<file path="src/ssc_pkg.sv">
// shared constants and types for the strap configuration block
package ssc_pkg;

  localparam int unsigned NUM_PORTS = 16;
  localparam int unsigned NUM_TRUNKS = 4;
  localparam int unsigned TRUNK_SIZE = 4;
  localparam int unsigned CFG_W = 16;

  // clock and timing
  localparam int unsigned CLK_FREQ_HZ = 100_000_000;
  localparam int unsigned CYC_PER_MS = CLK_FREQ_HZ / 1000;
  localparam int unsigned BLINK_HALF_MS = 250;
  localparam int unsigned BLINK_HALF_CYC = BLINK_HALF_MS * CYC_PER_MS;
  localparam int unsigned HOLD_TICK_MS = 1000;
  localparam int unsigned HOLD_TICK_CYC = HOLD_TICK_MS * CYC_PER_MS;
  localparam int unsigned TIMER_W = 27;
  // two one-second ticks give a hold of one to two seconds
  localparam logic [1:0] HOLD_TICKS = 2'h2;
  localparam logic [1:0] SETTLE_LAST = 2'h2;

  // register map (byte addresses)
  localparam int unsigned APB_AW = 12;
  localparam logic [APB_AW-1:0] REG_CONFIG = 12'h000;
  localparam logic [APB_AW-1:0] REG_STATUS = 12'h004;
  localparam logic [APB_AW-1:0] REG_CONTROL = 12'h008;
  localparam int unsigned ST_FAULT_LSB = 0;
  localparam int unsigned ST_CAPTURED_BIT = 4;
  localparam int unsigned ST_ADV_DONE_BIT = 5;
  localparam int unsigned ST_SUSPEND_LSB = 16;
  localparam int unsigned CTL_LED_OFF_BIT = 0;

  // reserved group address range
  localparam logic [39:0] RSV_MAC_PREFIX = 40'h0180C20000;
  localparam logic [7:0] RSV_MAC_LO = 8'h03;
  localparam logic [7:0] RSV_MAC_HI = 8'h0F;

  // high priority codepoints
  localparam logic [5:0] DSCP_EF = 6'h2E;
  localparam logic [5:0] DSCP_AF1 = 6'h0A;
  localparam logic [5:0] DSCP_AF2 = 6'h12;
  localparam logic [5:0] DSCP_AF3 = 6'h1A;
  localparam logic [5:0] DSCP_AF4 = 6'h22;
  localparam logic [5:0] DSCP_NC_MASK = 6'h37;
  localparam logic [5:0] DSCP_NC_VAL = 6'h30;
  localparam logic [2:0] TAG_HIGH_MIN = 3'h4;

  // port priority codes
  localparam logic [1:0] PPRI_OFF = 2'h0;
  localparam logic [1:0] PPRI_2 = 2'h1;
  localparam logic [1:0] PPRI_4 = 2'h2;
  localparam logic [3:0] PPRI_2_LIMIT = 4'h2;
  localparam logic [3:0] PPRI_4_LIMIT = 4'h4;
  localparam logic [3:0] PPRI_8_LIMIT = 4'h8;

  typedef struct packed {
    logic rsv_drop;
    logic backpressure;
    logic fd_pause;
    logic [3:0] trunk_en;
    logic vlan_en;
    logic vlan_topo;
    logic [1:0] port_pri;
    logic tag_pri;
    logic ds_pri;
    logic [1:0] q_ratio;
    logic auto_off;
  } ssc_cfg_t;

  // values held until the straps are captured: the documented pull defaults
  localparam ssc_cfg_t CFG_DEFAULT = '{rsv_drop: 1'b0, backpressure: 1'b1, fd_pause: 1'b1,
    trunk_en: 4'h0, vlan_en: 1'b0, vlan_topo: 1'b0, port_pri: 2'h0, tag_pri: 1'b0,
    ds_pri: 1'b0, q_ratio: 2'h3, auto_off: 1'b0};

endpackage

</file>
<file path="src/ssc_pause_hold.sv">
// per-port hold-off of low priority flow control after a high priority frame
`timescale 1ns/100ps
module ssc_pause_hold (
  input wire logic ref_clk_i,
  input wire logic reset_i,
  input wire logic clk_en_i,
  input wire logic enable_i,
  input wire logic tick_i,
  input wire logic hit_i,
  output logic suspend_o
);
  import ssc_pkg::*;

  typedef struct packed {
    logic [1:0] cnt;
    logic susp;
  } ssc_hold_st_t;

  ssc_hold_st_t r;
  ssc_hold_st_t r_nxt;

  always_comb begin
    r_nxt = r;
    if (!enable_i) begin
      r_nxt.cnt = 2'h0;
    end else if (hit_i) begin
      // a frame in the tick cycle restarts the hold rather than losing it
      r_nxt.cnt = HOLD_TICKS;
    end else if (tick_i && r.cnt != 2'h0) begin
      r_nxt.cnt = r.cnt - 2'h1;
    end
    r_nxt.susp = (r_nxt.cnt != 2'h0);
  end

  always_ff @(posedge ref_clk_i) begin
    if (reset_i) begin
      r <= '0;
    end else if (clk_en_i) begin
      r <= r_nxt;
    end
  end

  assign suspend_o = r.susp;
endmodule

</file>
<file path="src/ssc_strap_top.sv">
// strap capture, frame classification settings, flow control hold-off and trunk leds
//
// What this block does
// RULE_01 - drop strap 1 discards reserved group frames; 0 floods them
// RULE_02 - reserved range is 01-80-C2-00-00-03 through 01-80-C2-00-00-0F inclusive
// RULE_03 - backpressure strap 1 enables half-duplex backpressure, 0 disables; default 1
// RULE_04 - pause strap sets flow control and is advertised to phy register 4 once
// RULE_05 - each trunk strap groups four consecutive ports into one trunk
// RULE_06 - home vlan strap enables port vlan, forced off when any trunk enabled
// RULE_07 - topology strap 1 gives 15 vlans, 0 gives 14 vlans
// RULE_08 - port priority code 01/10/11 marks ports 0-1, 0-3, 0-7 high
// RULE_09 - tag priority strap 1 classifies by tag user priority
// RULE_10 - diffserv high codepoints: 101110, 001010, 010010, 011010, 100010, 11x000
// RULE_11 - other codepoints are low; strap 0 turns diffserv classification off
// RULE_12 - queue ratio code 11 strict, 10 8:1, 01 4:1, 00 2:1
// RULE_13 - auto-off suspends low queue flow control 1-2 s per high frame
// RULE_14 - flow control returns after a quiet 1-2 s period on that port
// RULE_15 - enabled trunk with all links up drives its led low
// RULE_16 - failed member link blinks the trunk led 250 ms on, 250 ms off
// RULE_17 - disabled trunk holds its led high and dark
// RULE_18 - settings captured at reset release and held until next reset
//
// Design decisions made here: the APB register port and the register addresses.
`timescale 1ns/100ps
module ssc_strap_top #(
  parameter int unsigned BLINK_CYC = ssc_pkg::BLINK_HALF_CYC,
  parameter int unsigned TICK_CYC = ssc_pkg::HOLD_TICK_CYC
) (
  input wire logic ref_clk_i,
  input wire logic reset_i,
  input wire logic clk_en_i,
  input wire logic reserved_frame_drop_strap_i,
  input wire logic backpressure_strap_i,
  input wire logic fullduplex_pause_strap_i,
  input wire logic trunk_group0_strap_i,
  input wire logic trunk_group1_strap_i,
  input wire logic trunk_group2_strap_i,
  input wire logic trunk_group3_strap_i,
  input wire logic home_vlan_enable_strap_i,
  input wire logic vlan_topology_strap_i,
  input wire logic [1:0] port_priority_strap_i,
  input wire logic tag_priority_strap_i,
  input wire logic diffserv_priority_strap_i,
  input wire logic [1:0] queue_ratio_strap_i,
  input wire logic pause_auto_off_strap_i,
  input wire logic [ssc_pkg::NUM_PORTS-1:0] link_up_i,
  input wire logic rx_valid_i,
  input wire logic [3:0] rx_port_i,
  input wire logic [47:0] rx_dest_mac_i,
  input wire logic rx_tagged_i,
  input wire logic [2:0] rx_user_pri_i,
  input wire logic rx_ip_i,
  input wire logic [5:0] rx_dscp_i,
  input wire logic phy_adv_ack_i,
  input wire logic psel_i,
  input wire logic penable_i,
  input wire logic pwrite_i,
  input wire logic [ssc_pkg::APB_AW-1:0] paddr_i,
  input wire logic [31:0] pwdata_i,
  output logic [31:0] prdata_o,
  output logic pready_o,
  output logic pslverr_o,
  output logic rx_class_valid_o,
  output logic rx_drop_o,
  output logic rx_flood_o,
  output logic rx_high_pri_o,
  output logic [3:0] rx_class_port_o,
  output logic backpressure_en_o,
  output logic pause_en_o,
  output logic phy_adv_req_o,
  output logic phy_adv_pause_o,
  output logic [ssc_pkg::NUM_TRUNKS-1:0] trunk_en_o,
  output logic vlan_en_o,
  output logic vlan_topology_o,
  output logic [1:0] queue_ratio_o,
  output logic [ssc_pkg::NUM_PORTS-1:0] port_fc_en_o,
  output logic trunk_group0_led_n_o,
  output logic trunk_group1_led_n_o,
  output logic trunk_group2_led_n_o,
  output logic trunk_group3_led_n_o
);
  import ssc_pkg::*;

  typedef struct packed {
    logic [1:0] settle;
    logic captured;
    ssc_cfg_t cfg;
    logic adv_req;
    logic adv_done;
    logic [TIMER_W-1:0] blink_cnt;
    logic blink_off;
    logic [TIMER_W-1:0] tick_cnt;
    logic tick;
    logic cls_valid;
    logic cls_drop;
    logic cls_flood;
    logic cls_high;
    logic [3:0] cls_port;
    logic [NUM_TRUNKS-1:0] led_n;
    logic led_off;
    logic [NUM_PORTS-1:0] fc_en;
    logic apb_ready;
    logic apb_err;
    logic [31:0] apb_rdata;
  } ssc_top_st_t;

  ssc_top_st_t r;
  ssc_top_st_t r_nxt;
  logic [CFG_W-1:0] strap_raw;
  logic [CFG_W-1:0] strap_sync;
  logic [NUM_PORTS-1:0] port_hit;
  logic [NUM_PORTS-1:0] port_susp;
  logic [NUM_TRUNKS-1:0] trunk_fault;

  function automatic logic is_reserved_mac(input logic [47:0] mac);
    is_reserved_mac = (mac[47:8] == RSV_MAC_PREFIX) && (mac[7:0] >= RSV_MAC_LO)
                      && (mac[7:0] <= RSV_MAC_HI); // [RULE_02]
  endfunction

  function automatic logic is_ds_high(input logic [5:0] ds);
    is_ds_high = (ds == DSCP_EF) || (ds == DSCP_AF1) || (ds == DSCP_AF2) || (ds == DSCP_AF3)
                 || (ds == DSCP_AF4) || ((ds & DSCP_NC_MASK) == DSCP_NC_VAL); // [RULE_10]
  endfunction

  function automatic logic port_is_high(input logic [1:0] code, input logic [3:0] port);
    case (code)
      PPRI_OFF: port_is_high = 1'b0;
      PPRI_2: port_is_high = (port < PPRI_2_LIMIT);
      PPRI_4: port_is_high = (port < PPRI_4_LIMIT);
      default: port_is_high = (port < PPRI_8_LIMIT);
    endcase
  endfunction

  // strap pins in the same bit order as the configuration record
  assign strap_raw = {reserved_frame_drop_strap_i, backpressure_strap_i, fullduplex_pause_strap_i,
                      trunk_group3_strap_i, trunk_group2_strap_i, trunk_group1_strap_i,
                      trunk_group0_strap_i, home_vlan_enable_strap_i, vlan_topology_strap_i,
                      port_priority_strap_i, tag_priority_strap_i, diffserv_priority_strap_i,
                      queue_ratio_strap_i, pause_auto_off_strap_i};

  ssc_sync2 u_sync (
    .ref_clk_i(ref_clk_i),
    .reset_i(reset_i),
    .clk_en_i(clk_en_i),
    .async_i(strap_raw),
    .sync_o(strap_sync)
  );

  genvar gp;
  generate
    for (gp = 0; gp < NUM_PORTS; gp++) begin : g_port
      assign port_hit[gp] = r.cls_valid && r.cls_high && (r.cls_port == 4'(gp));
      ssc_pause_hold u_hold (
        .ref_clk_i(ref_clk_i),
        .reset_i(reset_i),
        .clk_en_i(clk_en_i),
        .enable_i(r.cfg.auto_off),
        .tick_i(r.tick),
        .hit_i(port_hit[gp]),
        .suspend_o(port_susp[gp])
      ); // [RULE_13] [RULE_14]
    end
    for (gp = 0; gp < NUM_TRUNKS; gp++) begin : g_trunk
      assign trunk_fault[gp] = !(&link_up_i[gp*TRUNK_SIZE +: TRUNK_SIZE]); // [RULE_05]
    end
  endgenerate

  always_comb begin
    ssc_cfg_t cap;
    logic hi;
    logic rd_hit;
    cap = ssc_cfg_t'(strap_sync);
    hi = 1'b0;
    rd_hit = 1'b0;
    r_nxt = r;

    // capture once the synchroniser has filled after release, then freeze
    if (!r.captured) begin
      if (r.settle == SETTLE_LAST) begin
        r_nxt.captured = 1'b1;
        r_nxt.cfg = cap; // [RULE_18] [RULE_03] [RULE_07] [RULE_12]
        r_nxt.cfg.vlan_en = cap.vlan_en && (cap.trunk_en == 4'h0); // [RULE_06]
        r_nxt.adv_req = 1'b1;
      end else begin
        r_nxt.settle = r.settle + 2'h1;
      end
    end

    // single advertisement write, never repeated until the next reset
    if (r.adv_req && phy_adv_ack_i) begin
      r_nxt.adv_req = 1'b0;
      r_nxt.adv_done = 1'b1; // [RULE_04]
    end

    if (r.blink_cnt == TIMER_W'(BLINK_CYC - 1)) begin
      r_nxt.blink_cnt = '0;
      r_nxt.blink_off = !r.blink_off; // [RULE_16]
    end else begin
      r_nxt.blink_cnt = r.blink_cnt + TIMER_W'(1);
    end

    // shared tick; a per-port count of two ticks yields a one to two second hold
    r_nxt.tick = 1'b0;
    if (r.tick_cnt == TIMER_W'(TICK_CYC - 1)) begin
      r_nxt.tick_cnt = '0;
      r_nxt.tick = 1'b1;
    end else begin
      r_nxt.tick_cnt = r.tick_cnt + TIMER_W'(1);
    end

    // classification result one cycle after the frame header
    if (r.cfg.port_pri != PPRI_OFF) begin
      hi = port_is_high(r.cfg.port_pri, rx_port_i); // [RULE_08]
    end
    if (r.cfg.tag_pri && rx_tagged_i && (rx_user_pri_i >= TAG_HIGH_MIN)) begin
      hi = 1'b1; // [RULE_09]
    end
    if (r.cfg.ds_pri && rx_ip_i && is_ds_high(rx_dscp_i)) begin
      hi = 1'b1; // [RULE_11]
    end
    r_nxt.cls_valid = rx_valid_i;
    r_nxt.cls_port = rx_port_i;
    r_nxt.cls_high = rx_valid_i && hi;
    r_nxt.cls_drop = rx_valid_i && is_reserved_mac(rx_dest_mac_i) && r.cfg.rsv_drop; // [RULE_01]
    r_nxt.cls_flood = rx_valid_i && is_reserved_mac(rx_dest_mac_i) && !r.cfg.rsv_drop; // [RULE_01]

    for (int p = 0; p < NUM_PORTS; p++) begin
      r_nxt.fc_en[p] = (r.cfg.fd_pause || r.cfg.backpressure) && !port_susp[p]; // [RULE_13]
    end

    for (int t = 0; t < NUM_TRUNKS; t++) begin
      if (!r.captured || !r.cfg.trunk_en[t] || r.led_off) begin
        r_nxt.led_n[t] = 1'b1; // [RULE_17]
      end else if (trunk_fault[t]) begin
        r_nxt.led_n[t] = r.blink_off; // [RULE_16]
      end else begin
        r_nxt.led_n[t] = 1'b0; // [RULE_15]
      end
    end

    // apb slave: one wait state, answer registered
    r_nxt.apb_ready = 1'b0;
    r_nxt.apb_err = 1'b0;
    if (psel_i && penable_i && !r.apb_ready) begin
      r_nxt.apb_ready = 1'b1;
      r_nxt.apb_rdata = '0;
      case (paddr_i)
        REG_CONFIG: begin
          r_nxt.apb_rdata[CFG_W-1:0] = r.cfg;
          rd_hit = 1'b1;
        end
        REG_STATUS: begin
          r_nxt.apb_rdata[ST_FAULT_LSB +: NUM_TRUNKS] = trunk_fault & r.cfg.trunk_en;
          r_nxt.apb_rdata[ST_CAPTURED_BIT] = r.captured;
          r_nxt.apb_rdata[ST_ADV_DONE_BIT] = r.adv_done;
          r_nxt.apb_rdata[ST_SUSPEND_LSB +: NUM_PORTS] = port_susp;
          rd_hit = 1'b1;
        end
        REG_CONTROL: begin
          r_nxt.apb_rdata[CTL_LED_OFF_BIT] = r.led_off;
          rd_hit = 1'b1;
        end
        default: rd_hit = 1'b0;
      endcase
      r_nxt.apb_err = !rd_hit;
    end
    if (psel_i && penable_i && r.apb_ready && pwrite_i && (paddr_i == REG_CONTROL)) begin
      r_nxt.led_off = pwdata_i[CTL_LED_OFF_BIT];
    end
  end

  always_ff @(posedge ref_clk_i) begin
    if (reset_i) begin
      r <= '0;
      r.cfg <= CFG_DEFAULT;
      r.led_n <= '1;
    end else if (clk_en_i) begin
      r <= r_nxt;
    end
  end

  assign prdata_o = r.apb_rdata;
  assign pready_o = r.apb_ready;
  assign pslverr_o = r.apb_err;
  assign rx_class_valid_o = r.cls_valid;
  assign rx_drop_o = r.cls_drop;
  assign rx_flood_o = r.cls_flood;
  assign rx_high_pri_o = r.cls_high;
  assign rx_class_port_o = r.cls_port;
  assign backpressure_en_o = r.cfg.backpressure;
  assign pause_en_o = r.cfg.fd_pause;
  assign phy_adv_req_o = r.adv_req;
  assign phy_adv_pause_o = r.cfg.fd_pause;
  assign trunk_en_o = r.cfg.trunk_en;
  assign vlan_en_o = r.cfg.vlan_en;
  assign vlan_topology_o = r.cfg.vlan_topo;
  assign queue_ratio_o = r.cfg.q_ratio;
  assign port_fc_en_o = r.fc_en;
  assign trunk_group0_led_n_o = r.led_n[0];
  assign trunk_group1_led_n_o = r.led_n[1];
  assign trunk_group2_led_n_o = r.led_n[2];
  assign trunk_group3_led_n_o = r.led_n[3];
endmodule

</file>
<file path="src/ssc_sync2.sv">
// two-stage synchroniser for the strap pins
`timescale 1ns/100ps
module ssc_sync2 (
  input wire logic ref_clk_i,
  input wire logic reset_i,
  input wire logic clk_en_i,
  input wire logic [ssc_pkg::CFG_W-1:0] async_i,
  output logic [ssc_pkg::CFG_W-1:0] sync_o
);
  import ssc_pkg::*;

  typedef struct packed {
    logic [CFG_W-1:0] s1;
    logic [CFG_W-1:0] s2;
  } ssc_sync_st_t;

  ssc_sync_st_t r;
  ssc_sync_st_t r_nxt;

  always_comb begin
    r_nxt = r;
    r_nxt.s1 = async_i;
    r_nxt.s2 = r.s1;
  end

  always_ff @(posedge ref_clk_i) begin
    if (reset_i) begin
      r <= '0;
    end else if (clk_en_i) begin
      r <= r_nxt;
    end
  end

  assign sync_o = r.s2;
endmodule

</file>
<file path="config.mk">
export PLATFORM = sky130hd
export DESIGN_NAME = ssc_strap_top
export DESIGN_NICKNAME = d
export VERILOG_FILES = /design/src/ssc_pkg.sv /design/src/ssc_pause_hold.sv /design/src/ssc_strap_top.sv /design/src/ssc_sync2.sv
export SDC_FILE = /design/constraint.sdc
export NUM_CORES = 1
export LEC_CHECK = 0
export BUFFER_PORTS_ARGS = -buffer_cell sky130_fd_sc_hd__buf_2
export CAP_MARGIN = 20
export CORE_UTILIZATION = 59
export CTS_BUF_LIST = sky130_fd_sc_hd__clkbuf_4 sky130_fd_sc_hd__clkbuf_8 sky130_fd_sc_hd__clkbuf_16
export CTS_CLUSTER_DIAMETER = 80
export CTS_CLUSTER_SIZE = 24
export DETAILED_ROUTE_END_ITERATION = 10
export PLACE_DENSITY = 0.86
export SYNTH_ARGS = -nofsm -noshare
export SYNTH_HDL_FRONTEND = slang
export SYNTH_SLANG_ARGS = --single-unit
</file>
<file path="constraint.sdc">
create_clock -name ref_clk_i -period 3.6 [get_ports ref_clk_i]
set_input_delay 0.36 -clock ref_clk_i [delete_from_list [all_inputs] [get_ports ref_clk_i]]
set_output_delay 0.36 -clock ref_clk_i [all_outputs]
set_load 0.02 [all_outputs]
</file>
==> qor_table.md, run 1 <==
| Metric | Reported | Unit |
| --- | --- | --- |
| Most prevalent standard cell on the critical path | nand3_1 | - |
| CTS tree | built | - |
| Final period utilization | 0.657 | - |
| Largest net degree at the start of global routing | 74 | - |
| Reported max-cap violation count | 0 | - |
| Layout cell share with drive strength beyond 1 | 0.188 | - |
| Netlist area before placement | 0.0101 | mm2 |
| Core outline area | 0.0167 | mm2 |
| Final #Nets | 1482 | - |
| Final Wtd Congestion | 0.862 | - |
| Height of the die | 133 | um |
| Peak per-stage delay on the critical path | 640 | ps |
| Root buffer selected by CTS | clkbuf_16 | - |
| Transition time at the pin with the least slew margin | 807 | ps |
| Number of hold violations in the final report | 0 | - |
| Area overhead of the layout relative to synthesis | 9.29 | % |
| Number of antenna cells inserted | 0 | - |
| Clock latency on the worst-skew pair | 480 | ps |
| Crit path cell chain | nand3_1 > nor4_1 > nand3_1 > o21ai_2 > nor2_1 | - |
| Type of the most critical hold path | input port to flop | - |
| Initial DRC count | 526 | - |
| Detailed Place HPWL | 15.9 | mm |
| Sort of element at the end of the critical path | flop | - |
| Post-CTS setup buffer count | 0 | - |
| Total power divided by cell area | 396 | mW/mm2 |
| Crit path launch type | flop | - |
| Min-Delay Startpoint | phy_adv_ack_i | - |
| Worst-case reg-to-reg path depth | 5 | - |
| Buffer and inverter count on the worst path | 0 | - |
| Crit. path cell count | 5 | - |
| Max-slew violations | 0 | - |
| Number of synthesized flops with an enable pin | 0 | - |
| Drt drc | 0 | - |
| Peak ir drop on the vdd network | 364 | uV |
| Fmax | 0.423 | GHz |
| Required time of the critical path | 3940 | ps |
| Most common flop cell mapped by yosys | dfxtp_1 | - |
| Startpoint of the worst-slack reg-to-reg timing path | r[82]$_SDFFE_PP0P_ | - |
| FF-to-FF End | r[73]$_SDFFE_PP0P_ | - |
| Inserted Clock Buffers | 13 | - |
| Leakage power of the design | 4.29 | nW |
| Placement-stage worst setup slack | 1040 | ps |
| Remaining Overflow, GRT | 0 | - |
| Synth warn | 0 | - |
| Number of antenna violations at the first check in global routing | 0 | - |
| Number of ports placed on the die boundary | 221 | - |
| Critical setup path kind | flop to flop | - |
| Total length of routed wires | 22.8 | mm |
| Setup Viol. Count Final | 0 | - |
| Syn Inst Count | 1225 | - |
| Number of nets in the synthesized netlist | 1391 | - |
| Effective utilization at floorplan | 0.607 | - |
| Die Width | 133 | um |
| All-Layer GR Usage | 0.259 | - |
| Sum Neg Setup Slack | 0 | ps |
| Shortest clock period the worst path allows after layout | 2360 | ps |
| Count of vias placed by the detailed router | 8645 | - |
| Register-to-register setup slack | 1240 | ps |
| Count of clock tree sinks | 220 | - |
| Number of iterations in the first detailed-routing pass | 5 | - |
| Slew headroom | 0.457 | - |
| Floorplan die area | 0.0177 | mm2 |
| Mean Syn Cell Area | 8.27 | um2 |
| Number of nets with antenna violations after detailed routing | 0 | - |
| H-tree depth reported by CTS | 1 | - |
| Clock-pin slew on the worst setup and hold paths | 90 | ps |
| Hold EP | phy_adv_req_o$_SDFFE_PP0P_ | - |
| Count of input and output buffers | 187 | - |
| Fraction of synthesis flops using an asynchronous set or reset pin | 0 | - |
| Unrepaired setup endpoints after global routing | no | - |
| Critical Path Fanout Max | 13 | - |
| Wire length per cell after detailed routing | 14.8 | um |
| Quantity of gates resized following cts | 0 | - |
| Number of global-route vias before repair | 8084 | - |
| Global-route wire length before repair | 38.2 | mm |
| Buffers from clock root to sink, at most | 3 | - |
| Routed vias/inst | 5.62 | - |
| Post-synthesis cell type count | 62 | - |
| Arrival time at the worst endpoint | 2700 | ps |
| Hold Path Depth | 2 | - |
| Worst setup margin | 1240 | ps |
| Yosys reg bits | 220 | - |
| Post-CTS Hold Buffers | 0 | - |
| Clock tree skew after final layout | 34.7 | ps |
| Family with the most delay on the worst path | simple AND/OR/NAND/NOR gates | - |
| Cell with the largest stage delay on the worst path | nor4_1 | - |
| Fillcell total | 1376 | - |
| Std-Cell Rows | 47 | - |
| Outcome | finished, final reports clean | - |
| Sequential share of the synthesized area | 0.435 | - |
Yosys cell counts, types with 2 or more instances:
library cell,n,area (um2)
dfxtp_1,220,4400
nor2_1,176,661
nand2_1,159,597
a21oi_1,102,510
buf_4,60,450
clkbuf_1,45,169
nand3_1,43,215
inv_1,42,158
mux2i_1,39,390
xor2_1,35,307
nand4_1,32,200
o21ai_0,26,130
xnor2_1,25,219
a31oi_1,24,150
ha_1,19,238
nor2b_1,18,113
or3_1,16,100
nor4_1,14,87.6
nand2_2,10,62.6
nor3_1,10,50.1
a21oi_2,9,78.8
a22oi_1,9,67.6
and3_1,7,43.8
or4_1,7,52.6
and4_1,6,52.6
buf_1,6,22.5
nor4b_1,6,52.6
a2bb2oi_1,4,35.0
buf_2,4,20.0
nand2b_1,4,25.0
a32oi_1,3,26.3
nand4b_1,3,26.3
o211ai_1,3,22.5
a311oi_1,2,17.5
and2_1,2,12.5
buf_6,2,22.5
mux2_2,2,22.5
nor4_2,2,25.0
nor4_4,2,42.5
or2_1,2,12.5
or2_2,2,12.5
or4_4,2,22.5
or4b_1,2,20.0
final cells by class:
type | count | area, um2 | share of cell area
Multi-Input combinational cell | 842 | 4840 | 0.437
Sequential cell | 220 | 4400 | 0.398
Timing Repair Buffer | 196 | 1010 | 0.0912
Clock buffer | 13 | 325 | 0.0294
Tap cell | 220 | 275 | 0.0249
Inverter | 43 | 161 | 0.0146
Clock inverter | 3 | 55.1 | 0.00497
through the flow:
step | total power, mW | cells | utilization | instance area [um2] | hold WS, ps
finish | 4.39 | 1537 | 0.663 | 11100 | 106
global route | 4.54 | 1537 | 0.663 | 11100 | 107
CTS | 4.42 | 1537 | 0.663 | 11100 | 81.2
detailed placement | 2.91 | 1521 | 0.640 | 10700 | 442
global placement | 2.90 | 1521 | 0.640 | 10700 | 436
floorplan | 2.80 | 1225 | - | 10100 | 431
state kept, by name (all words and copies together) (netlist names), 2 cells and up:
name / count
u_sync.r: 16
g_port.u_hold.r: 32
port_fc_en_o: 16
prdata_o: 32
trunk_en_o: 4
rx_class_port_o: 4
r: 67
g_port.u_hold.suspend_o: 16
u_sync.sync_o: 16
queue_ratio_o: 2
power breakdown:
group,switching [mW],total [mW],internal (mW)
logic,0.203,0.331,0.128
registers,0.0400,2.52,2.48
clock network,0.794,1.54,0.742
total,1.04,4.39,3.35
logic make-up after synthesis:
| family | Yosys count | share of synthesized area |
|---|---|---|
| simple gates | 533 | 0.254 |
| flops | 220 | 0.435 |
| compound gates | 189 | 0.108 |
| buf+inv | 163 | 0.0874 |
| xor+xnor | 60 | 0.0519 |
| mux | 41 | 0.0407 |
| fa+ha+maj | 19 | 0.0235 |
worst max path at each step:
stage                             from                   endpoint  slack (ps)
floorplan                   paddr_i[7]  prdata_o[23]$_SDFFE_PP0P_        1640
global placement            paddr_i[7]  prdata_o[11]$_SDFFE_PP0P_        1080
detailed placement          paddr_i[7]  prdata_o[14]$_SDFFE_PP0P_        1040
CTS                 r[82]$_SDFFE_PP0P_         r[73]$_SDFFE_PP0P_        1210
global route        r[80]$_SDFFE_PP0P_         r[73]$_SDFFE_PP0P_         860
finish              r[82]$_SDFFE_PP0P_         r[73]$_SDFFE_PP0P_        1240
per-layer routing:
metal  up-vias  track usage  routed length, um
li1       4280            -                  -
met1      4049        0.329               9730
met2       268        0.449              11300
met3        48       0.0356               1190
met4         0       0.0894                614
met5         -            0                  0
placed cells by master, fill, tap and decap left out, drive strengths merged, types with 11 or more instances in the layout:
cell and instances:
xor2 35, nor4 18, nor2 176, or3 16
clkbuf 13, a21oi 111, nand4 33, nor2b 18
inv 45, dfxtp 220, nand3 43, ha 19
xnor2 25, nand2 169, a31oi 24, o21ai 28
buf 196, mux2i 39, nor3 11
(Power assumes the default switching activity.)
==> inputs of run 2 (changes only) <==
- ABC_AREA: not set -> 1
- CORE_UTILIZATION: 59 -> 50
- PLACE_DENSITY: 0.86 -> 0.76
- clock period: 3.6 -> 2 ns (I/O delays scaled with it)
==> run 2 against run 1 <==
Effect of this change:
- global-route usage down 2.3 points
- via count up 20%
- synthesized area up 8.8%
- critical endpoint is now g_port[1].u_hold.suspend_o$_SDFFE_PP0P_
- total power up 85%
- largest power group unchanged
==> qor_table.md, run 2 <==
| Metric | Reported | Unit | vs previous |
| --- | --- | --- | --- |
| All-Layer GR Usage | 0.236 | - | was 0.259 |
| Most common flop cell mapped by yosys | dfxtp_1 | - | unchanged |
| Effective utilization at floorplan | 0.518 | - | was 0.607 |
| Floorplan die area | 0.0226 | mm2 | was 0.0177 mm2 |
| Final non-filler cell area | 0.0123 | mm2 | was 0.0111 mm2 |
| Yosys reg bits | 220 | - | unchanged |
| Critical Path Fanout Max | 4 | - | was 13 |
| Max-slew violations | 0 | - | unchanged |
| Height of the die | 150 | um | was 133 um |
| Post-CTS setup buffer count | 0 | - | unchanged |
| Total power divided by cell area | 663 | mW/mm2 | was 396 mW/mm2 |
| Number of nets in the synthesized netlist | 1784 | - | was 1391 |
| Slew headroom | 0.583 | - | was 0.457 |
| Final Instance Count excl. Fillers | 2009 | - | was 1537 |
| Family with the most delay on the worst path | simple AND/OR/NAND/NOR gates | - | unchanged |
| Most flop-heavy register | r | - | unchanged |
| Number of antenna cells inserted | 0 | - | unchanged |
| Synth Area in Adders | 0.0216 | - | was 0.0235 |
| Outcome | finished, final reports clean | - | unchanged |
| Area share of and/or/nand/nor cells after synthesis | 0.303 | - | was 0.254 |
| Sort of element at the end of the critical path | flop | - | unchanged |
| Clock latency on the worst-skew pair | 470 | ps | was 480 ps |
| Number of flip-flops under the largest register name | 67 | - | unchanged |
| Number of placed cells counting well taps | 1977 | - | was 1521 |
| Root buffer selected by CTS | clkbuf_16 | - | unchanged |
| Clock share of power | 0.329 | - | was 0.350 |
| Critical setup path kind | flop to flop | - | unchanged |
| Shortest clock period the worst path allows after layout | 1730 | ps | was 2360 ps |
| Post-Synth XOR/XNOR Area | 0.0111 | - | was 0.0519 |
| Reported max-cap violation count | 0 | - | unchanged |
| Required time of the critical path | 2420 | ps | was 3940 ps |
| Leading cell type by number of instances after synthesis | nand2_1 | - | was dfxtp_1 |
| Top cells by area, synth | dfxtp_1 40%, nand2_1 13%, nor2_1 8.7% | - | was dfxtp_1 43%, nor2_1 6.5%, nand2_1 5.9% |
| Final #Nets | 1899 | - | was 1482 |
| Top cell types by occurrence after synthesis | 370 x nand2_1, 255 x nor2_1, 220 x dfxtp_1 | - | was 220 x dfxtp_1, 176 x nor2_1, 159 x nand2_1 |
| Area post-placement | 0.0117 | mm2 | was 0.0107 mm2 |
| Inserted Clock Buffers | 13 | - | unchanged |
| Worst setup margin | 274 | ps | was 1240 ps |
| Detailed Place HPWL | 19.2 | mm | was 15.9 mm |
| Fmax | 0.579 | GHz | was 0.423 GHz |
| Switching power as a share of total power | 0.257 | - | was 0.236 |
| Layout cell share with drive strength beyond 1 | 0.159 | - | was 0.188 |
| Sequential share of the synthesized area | 0.400 | - | was 0.435 |
| Std-Cell Rows | 53 | - | was 47 |
| Unrepaired setup endpoints after global routing | no | - | unchanged |
| Sum Neg Setup Slack | 0 | ps | unchanged |
| Routed vias/inst | 5.16 | - | was 5.62 |
| Initial DRC count | 817 | - | was 526 |
| Drt drc | 0 | - | unchanged |
| Leakage power of the design | 5.33 | nW | was 4.29 nW |
| Power Internal | 6.04 | mW | was 3.35 mW |
| Main combinational cell family by area after synthesis | simple AND/OR/NAND/NOR gates | - | unchanged |
| Largest net degree at the start of global routing | 69 | - | was 74 |
| Die Width | 150 | um | was 133 um |
| Number of nets with antenna violations after detailed routing | 0 | - | unchanged |
| Post-synthesis mux area share | 0 | - | was 0.0407 |
| Post-synthesis compound-gate area fraction | 0.136 | - | was 0.108 |
| Syn Inst Count | 1618 | - | was 1225 |
| Commonest non-fill, non-tap cell in the layout | nand2_1 | - | was dfxtp_1 |
| Peak per-stage delay on the critical path | 540 | ps | was 640 ps |
| Transition time at the pin with the least slew margin | 624 | ps | was 807 ps |
| CTS tree | built | - | unchanged |
| Count of input and output buffers | 187 | - | unchanged |
| Total length of routed wires | 26.5 | mm | was 22.8 mm |
| Combinational share of power | 0.103 | - | was 0.075 |
| Buffer and inverter count on the worst path | 1 | - | was 0 |
| Arrival time at the worst endpoint | 2150 | ps | was 2700 ps |
| Placement-stage worst setup slack | 350 | ps | was 1040 ps |
| Register-to-register setup slack | 270 | ps | was 1240 ps |
| Number of iterations in the first detailed-routing pass | 5 | - | unchanged |
| Clock-pin slew on the worst setup and hold paths | 90 | ps | about the same |
| Final Wtd Congestion | 0.864 | - | was 0.862 |
| Number of antenna violations at the first check in global routing | 0 | - | unchanged |
| Number of ports placed on the die boundary | 221 | - | unchanged |
| Most prevalent standard cell on the critical path | nand2_1 | - | was nand3_1 |
| Synth warn | 0 | - | unchanged |
| Mean Syn Cell Area | 6.81 | um2 | was 8.27 um2 |
| Final period utilization | 0.863 | - | was 0.657 |
| Fraction of synthesis flops using an asynchronous set or reset pin | 0 | - | unchanged |
| Number of synthesized flops with an enable pin | 0 | - | unchanged |
| Fillcell total | 2027 | - | was 1376 |
| Largest area contributor in the netlist | dfxtp_1 | - | unchanged |
| Fraction of post-synthesis cell area in the top cell type by area | 0.400 | - | was 0.435 |
| Global-route wire length before repair | 43.7 | mm | was 38.2 mm |
| Commonest cells after routing, fill and taps aside | 370 x nand2_1, 255 x nor2_1, 220 x dfxtp_1, 186 x buf_2, 168 x inv_1 | - | was 220 x dfxtp_1, 186 x buf_2, 176 x nor2_1, 159 x nand2_1, 102 x a21oi_1 |
| Count of vias placed by the detailed router | 10360 | - | was 8645 |
| Crit path launch type | flop | - | unchanged |
| Post-CTS Hold Buffers | 16 | - | was 0 |
| Quantity of gates resized following cts | 0 | - | unchanged |
| Netlist area before placement | 0.0110 | mm2 | was 0.0101 mm2 |
| H-tree depth reported by CTS | 1 | - | unchanged |
| Post-synthesis cell type count | 41 | - | was 62 |
| Area overhead of the layout relative to synthesis | 11.2 | % | was 9.29% |
| Remaining Overflow, GRT | 0 | - | unchanged |
| Crit path cell chain | nand2_1 > nor3_1 > nand2_1 > nand2_1 > nand2_1 > o211ai_1 > nand2_1 > inv_1 | - | was nand3_1 > nor4_1 > nand3_1 > o21ai_2 > nor2_1 |
| Wire length per cell after detailed routing | 13.2 | um | was 14.8 um |
| Type of the most critical hold path | input port to flop | - | unchanged |
| Core outline area | 0.0213 | mm2 | was 0.0167 mm2 |
| Buffers from clock root to sink, at most | 3 | - | unchanged |
| Share of total power in sequential cells | 0.569 | - | was 0.575 |
| Cell with the largest stage delay on the worst path | nor3_1 | - | was nor4_1 |
| Number of global-route vias before repair | 9161 | - | was 8084 |
| Number of hold violations in the final report | 0 | - | unchanged |
| Count of clock tree sinks | 220 | - | unchanged |
| Peak ir drop on the vdd network | 505 | uV | was 364 uV |
| Setup Viol. Count Final | 0 | - | unchanged |
| Clock tree skew after final layout | 13.7 | ps | was 34.7 ps |
| Net switching power | 2.09 | mW | was 1.04 mW |
-- run 2: worst min-delay path, cell delays in order --
cell and delay (ps):
buf_2 100, nand2_1 70, a21oi_1 60
-- run 2: per-stage QoR --
step	total power [mW]	hold slack [ps]	utilization
finish	8.13	16.7	0.576
global route	8.48	19.7	0.576
CTS	8.19	7.08	0.576
detailed placement	5.53	427	0.552
global placement	5.51	425	0.552
floorplan	5.29	335	-
-- run 2: power groups by stage --
stage          clock [mW]  sequential, mW  combinational, mW
4_1_cts              2.73            4.62              0.837
3_5_place_dp            0            4.72              0.807
6_report             2.67            4.62              0.834
2_1_floorplan           0            4.71              0.581
3_3_place_gp            0            4.72              0.795
5_1_grt              2.91            4.64              0.932
-- run 2: per-layer routing --
metal / GRT usage / part of all wire / vias up
met1: 0.326 / 0.46 / 4744
met3: 0.0285 / 0.046 / 45
met4: 0.0692 / 0.029 / 0
met2: 0.384 / 0.46 / 253
met5: 0 / 0 / -
li1: - / - / 5318
-- run 2: area by class of cell --
type	instances	area, um2	area share
flip-flops and latches	220	4400	0.359
inverters	178	669	0.0546
clock inverters	3	30.0	0.00245
repair buffers	221	1280	0.105
multi-input cells	1099	5200	0.424
clock buffers	13	325	0.0265
well taps	275	344	0.0281
-- run 2: final timing paths --
| check | endpoint | from | cells after the start |
|---|---|---|---|
| worst min-delay path | rx_class_valid_o$_SDFFE_PP0P_ | rx_valid_i | 3 |
| worst min register to register | rx_drop_o$_SDFFE_PP0P_ | rx_drop_o$_SDFFE_PP0P_ | 2 |
| worst max-delay path | g_port[1].u_hold.suspend_o$_SDFFE_PP0P_ | rx_high_pri_o$_SDFFE_PP0P_ | 8 |
| worst max register to register | g_port[1].u_hold.suspend_o$_SDFFE_PP0P_ | rx_high_pri_o$_SDFFE_PP0P_ | 8 |
-- run 2: logic make-up (layout without fill, tap and decap cells) --
logic type | Yosys count | after routing
fa+ha+maj | 19 | 19
compound gates | 286 | 286
buf+inv | 299 | 415
simple gates | 780 | 780
xor+xnor | 14 | 14
flops | 220 | 220
==> inputs of run 3 (changes only) <==
- BUFFER_PORTS_ARGS: -buffer_cell sky130_fd_sc_hd__buf_2 -> not set
- CORE_UTILIZATION: 50 -> 58
- CTS_CLUSTER_SIZE: 24 -> not set
- DONT_BUFFER_PORTS: not set -> 1
==> run 3 against run 2 <==
Effect of this change:
- combinational power fell by 32%
- sequential cell count did not move
- clock-buffer cell count is 22 higher
- cell count down 9.3%
- first-iteration DRC count down 14%
- die area is 14% lower
- global-route usage increased by 3.4 points
- non-clock buffer count is 173 lower
- total power grew 19%
- clock skew is 2.3 ps higher
- highest routed layer unchanged
==> qor_table.md, run 3 (same netlist as run 2, synthesis figures left out) <==
| Metric | Reported | Unit | vs previous |
| --- | --- | --- | --- |
| Outcome | finished, final reports clean | - | unchanged |
| Most prevalent standard cell on the critical path | nand2_1 | - | unchanged |
| Area post-placement | 0.0107 | mm2 | was 0.0117 mm2 |
| Highest metal layer with signal wires | met4 | - | unchanged |
| Commonest cells after routing, fill and taps aside | 370 x nand2_1, 255 x nor2_1, 220 x dfxtp_1, 168 x inv_1, 130 x a21oi_1 | - | was 370 x nand2_1, 255 x nor2_1, 220 x dfxtp_1, 186 x buf_2, 168 x inv_1 |
| CTS tree | built | - | unchanged |
| H-tree depth reported by CTS | 1 | - | unchanged |
| Effective utilization at floorplan | 0.591 | - | was 0.518 |
| Clock latency on the worst-skew pair | 520 | ps | was 470 ps |
| Share of total power in sequential cells | 0.491 | - | was 0.569 |
| Wire length per cell after detailed routing | 14.6 | um | was 13.2 um |
| Critical Path Fanout Max | 2 | - | was 4 |
| Net switching power | 2.36 | mW | was 2.09 mW |
| Die Width | 140 | um | was 150 um |
| Number of nets with antenna violations after detailed routing | 0 | - | unchanged |
| Leakage power of the design | 4.82 | nW | was 5.33 nW |
| Total power divided by cell area | 815 | mW/mm2 | was 663 mW/mm2 |
| Reported max-cap violation count | 0 | - | unchanged |
| Number of hold violations in the final report | 0 | - | unchanged |
| Detailed-routing wirelength on met1 | 12.0 | mm | was 12.2 mm |
| Total met2 wirelength after detailed routing | 12.1 | mm | was 12.3 mm |
| Remaining Overflow, GRT | 0 | - | unchanged |
| Crit path cell chain | nand2_1 > nor2_1 > nand2_1 > nor2_1 > nand2_1 > nand2_1 > nand2_1 > a21oi_1 > dlygate4sd3_1 | - | was nand2_1 > nor3_1 > nand2_1 > nand2_1 > nand2_1 > o211ai_1 > nand2_1 > inv_1 |
| Core outline area | 0.0186 | mm2 | was 0.0213 mm2 |
| Combinational share of power | 0.059 | - | was 0.103 |
| Shortest clock period the worst path allows after layout | 1690 | ps | was 1730 ps |
| Detailed Place HPWL | 17.6 | mm | was 19.2 mm |
| Clock share of power | 0.450 | - | was 0.329 |
| Height of the die | 140 | um | was 150 um |
| Most flop-heavy register | r | - | unchanged |
| Drt drc | 0 | - | unchanged |
| Commonest non-fill, non-tap cell in the layout | nand2_1 | - | unchanged |
| Number of antenna cells inserted | 0 | - | unchanged |
| Inserted Clock Buffers | 24 | - | was 13 |
| Global-route wire length before repair | 43.5 | mm | was 43.7 mm |
| Peak ir drop on the vdd network | 697 | uV | was 505 uV |
| Slew headroom | 0.572 | - | was 0.583 |
| All-Layer GR Usage | 0.270 | - | was 0.236 |
| Count of vias placed by the detailed router | 9872 | - | was 10360 |
| Critical setup path kind | flop to flop | - | unchanged |
| Arrival time at the worst endpoint | 2130 | ps | was 2150 ps |
| Quantity of gates resized following cts | 0 | - | unchanged |
| Switching power as a share of total power | 0.244 | - | was 0.257 |
| Sum Neg Setup Slack | 0 | ps | unchanged |
| Clock-pin slew on the worst setup and hold paths | 60 | ps | was 90 ps |
| Routed vias/inst | 5.42 | - | was 5.16 |
| Unrepaired setup endpoints after global routing | no | - | unchanged |
| Number of antenna violations at the first check in global routing | 0 | - | unchanged |
| Number of flip-flops under the largest register name | 67 | - | unchanged |
| Area overhead of the layout relative to synthesis | 7.52 | % | was 11.2% |
| Buffers from clock root to sink, at most | 3 | - | unchanged |
| Crit path launch type | flop | - | unchanged |
| Root buffer selected by CTS | clkbuf_16 | - | unchanged |
| Number of global-route vias before repair | 9033 | - | was 9161 |
| Layout cell share with drive strength beyond 1 | 0.0737 | - | was 0.159 |
| Initial DRC count | 703 | - | was 817 |
| Transition time at the pin with the least slew margin | 641 | ps | was 624 ps |
| Clock tree skew after final layout | 16.0 | ps | was 13.7 ps |
| Setup Viol. Count Final | 0 | - | unchanged |
| Number of iterations in the first detailed-routing pass | 6 | - | was 5 |
| Type of the most critical hold path | input port to flop | - | unchanged |
| Met3 wire len | 1.66 | mm | was 1.22 mm |
| Max-slew violations | 0 | - | unchanged |
| Final #Nets | 1737 | - | was 1899 |
| Total length of routed wires | 26.5 | mm | unchanged |
| Final non-filler cell area | 0.0119 | mm2 | was 0.0123 mm2 |
| Final period utilization | 0.844 | - | was 0.863 |
| Count of clock tree sinks | 220 | - | unchanged |
| Cell with the largest stage delay on the worst path | dlygate4sd3_1 | - | was nor3_1 |
| Peak per-stage delay on the critical path | 560 | ps | was 540 ps |
| Count of input and output buffers | 0 | - | was 187 |
| Final Wtd Congestion | 0.912 | - | was 0.864 |
| Floorplan die area | 0.0196 | mm2 | was 0.0226 mm2 |
| Largest net degree at the start of global routing | 92 | - | was 69 |
| Std-Cell Rows | 50 | - | was 53 |
| Required time of the critical path | 2450 | ps | was 2420 ps |
| Sort of element at the end of the critical path | flop | - | unchanged |
| Power Internal | 7.31 | mW | was 6.04 mW |
| Fmax | 0.593 | GHz | was 0.579 GHz |
| Number of ports placed on the die boundary | 221 | - | unchanged |
[run 3: cell types whose count changed in the layout (fill, tap and decap cells not counted), sizes merged]
cell | previous run | this run
clkinv | 5 | 9
buf | 205 | 19
dlygate4sd3 | 16 | 29
clkbuf | 13 | 35
clkinvlp | 0 | 1
[run 3: worst paths after layout]
path                        from                    endpoint  slack (ps)  cells after the start
min reg2reg  r[119]$_SDFFE_PP0P_         r[119]$_SDFFE_PP0P_         460                      2
max          r[124]$_SDFFE_PP0P_  rx_high_pri_o$_SDFFE_PP0P_         310                      9
max reg2reg  r[124]$_SDFFE_PP0P_  rx_high_pri_o$_SDFFE_PP0P_         310                      9
min            rx_dest_mac_i[18]     rx_flood_o$_SDFFE_PP0P_           8                      5
[run 3: critical path, delay by kind of cell (launching register included)]
family	cells	cell delay [ps]
simple gates	7	600
compound gates	1	110
buf+inv	1	560
flops	1	360
[run 3: final cells by class]
| cell class | instances | area [um2] |
|---|---|---|
| Fill cell | 1660 | 6790 |
| Inverter | 178 | 669 |
| Multi-Input combinational cell | 1099 | 5200 |
| Sequential cell | 220 | 4400 |
| Timing Repair Buffer | 48 | 498 |
| Clock inverter | 8 | 42.5 |
| Tap cell | 234 | 293 |
| Clock buffer | 35 | 744 |
[run 3: what timing repair did]
item,CTS,global route
hold buffers,31,0
setup buffers,0,0
hold endpoints to repair,138,0
[run 3: layer usage]
layer | GRT usage | vias up
met5 | 0 | -
met4 | 0.0954 | 0
met3 | 0.0478 | 47
met2 | 0.447 | 286
met1 | 0.352 | 4519
li1 | - | 5020
[run 3: per-stage QoR]
step,hold slack [ps],util,worst slack (ps),std cells,power (mW)
floorplan,335,-,598,1618,5.29
global placement,274,0.575,383,1748,5.27
detailed placement,280,0.575,369,1748,5.29
CTS,2.98,0.636,320,1822,9.70
global route,33.9,0.636,120,1822,10.0
finish,8.00,0.636,313,1822,9.66
[run 3: power groups by stage]
stage                     clock, mW  sequential, mW  combinational [mW]
after global placement            0            4.83               0.437
after CTS                      4.39            4.74               0.565
after detailed placement          0            4.84               0.449
final                          4.35            4.74               0.570
after floorplan                   0            4.71               0.581
after global routing           4.61            4.75               0.638
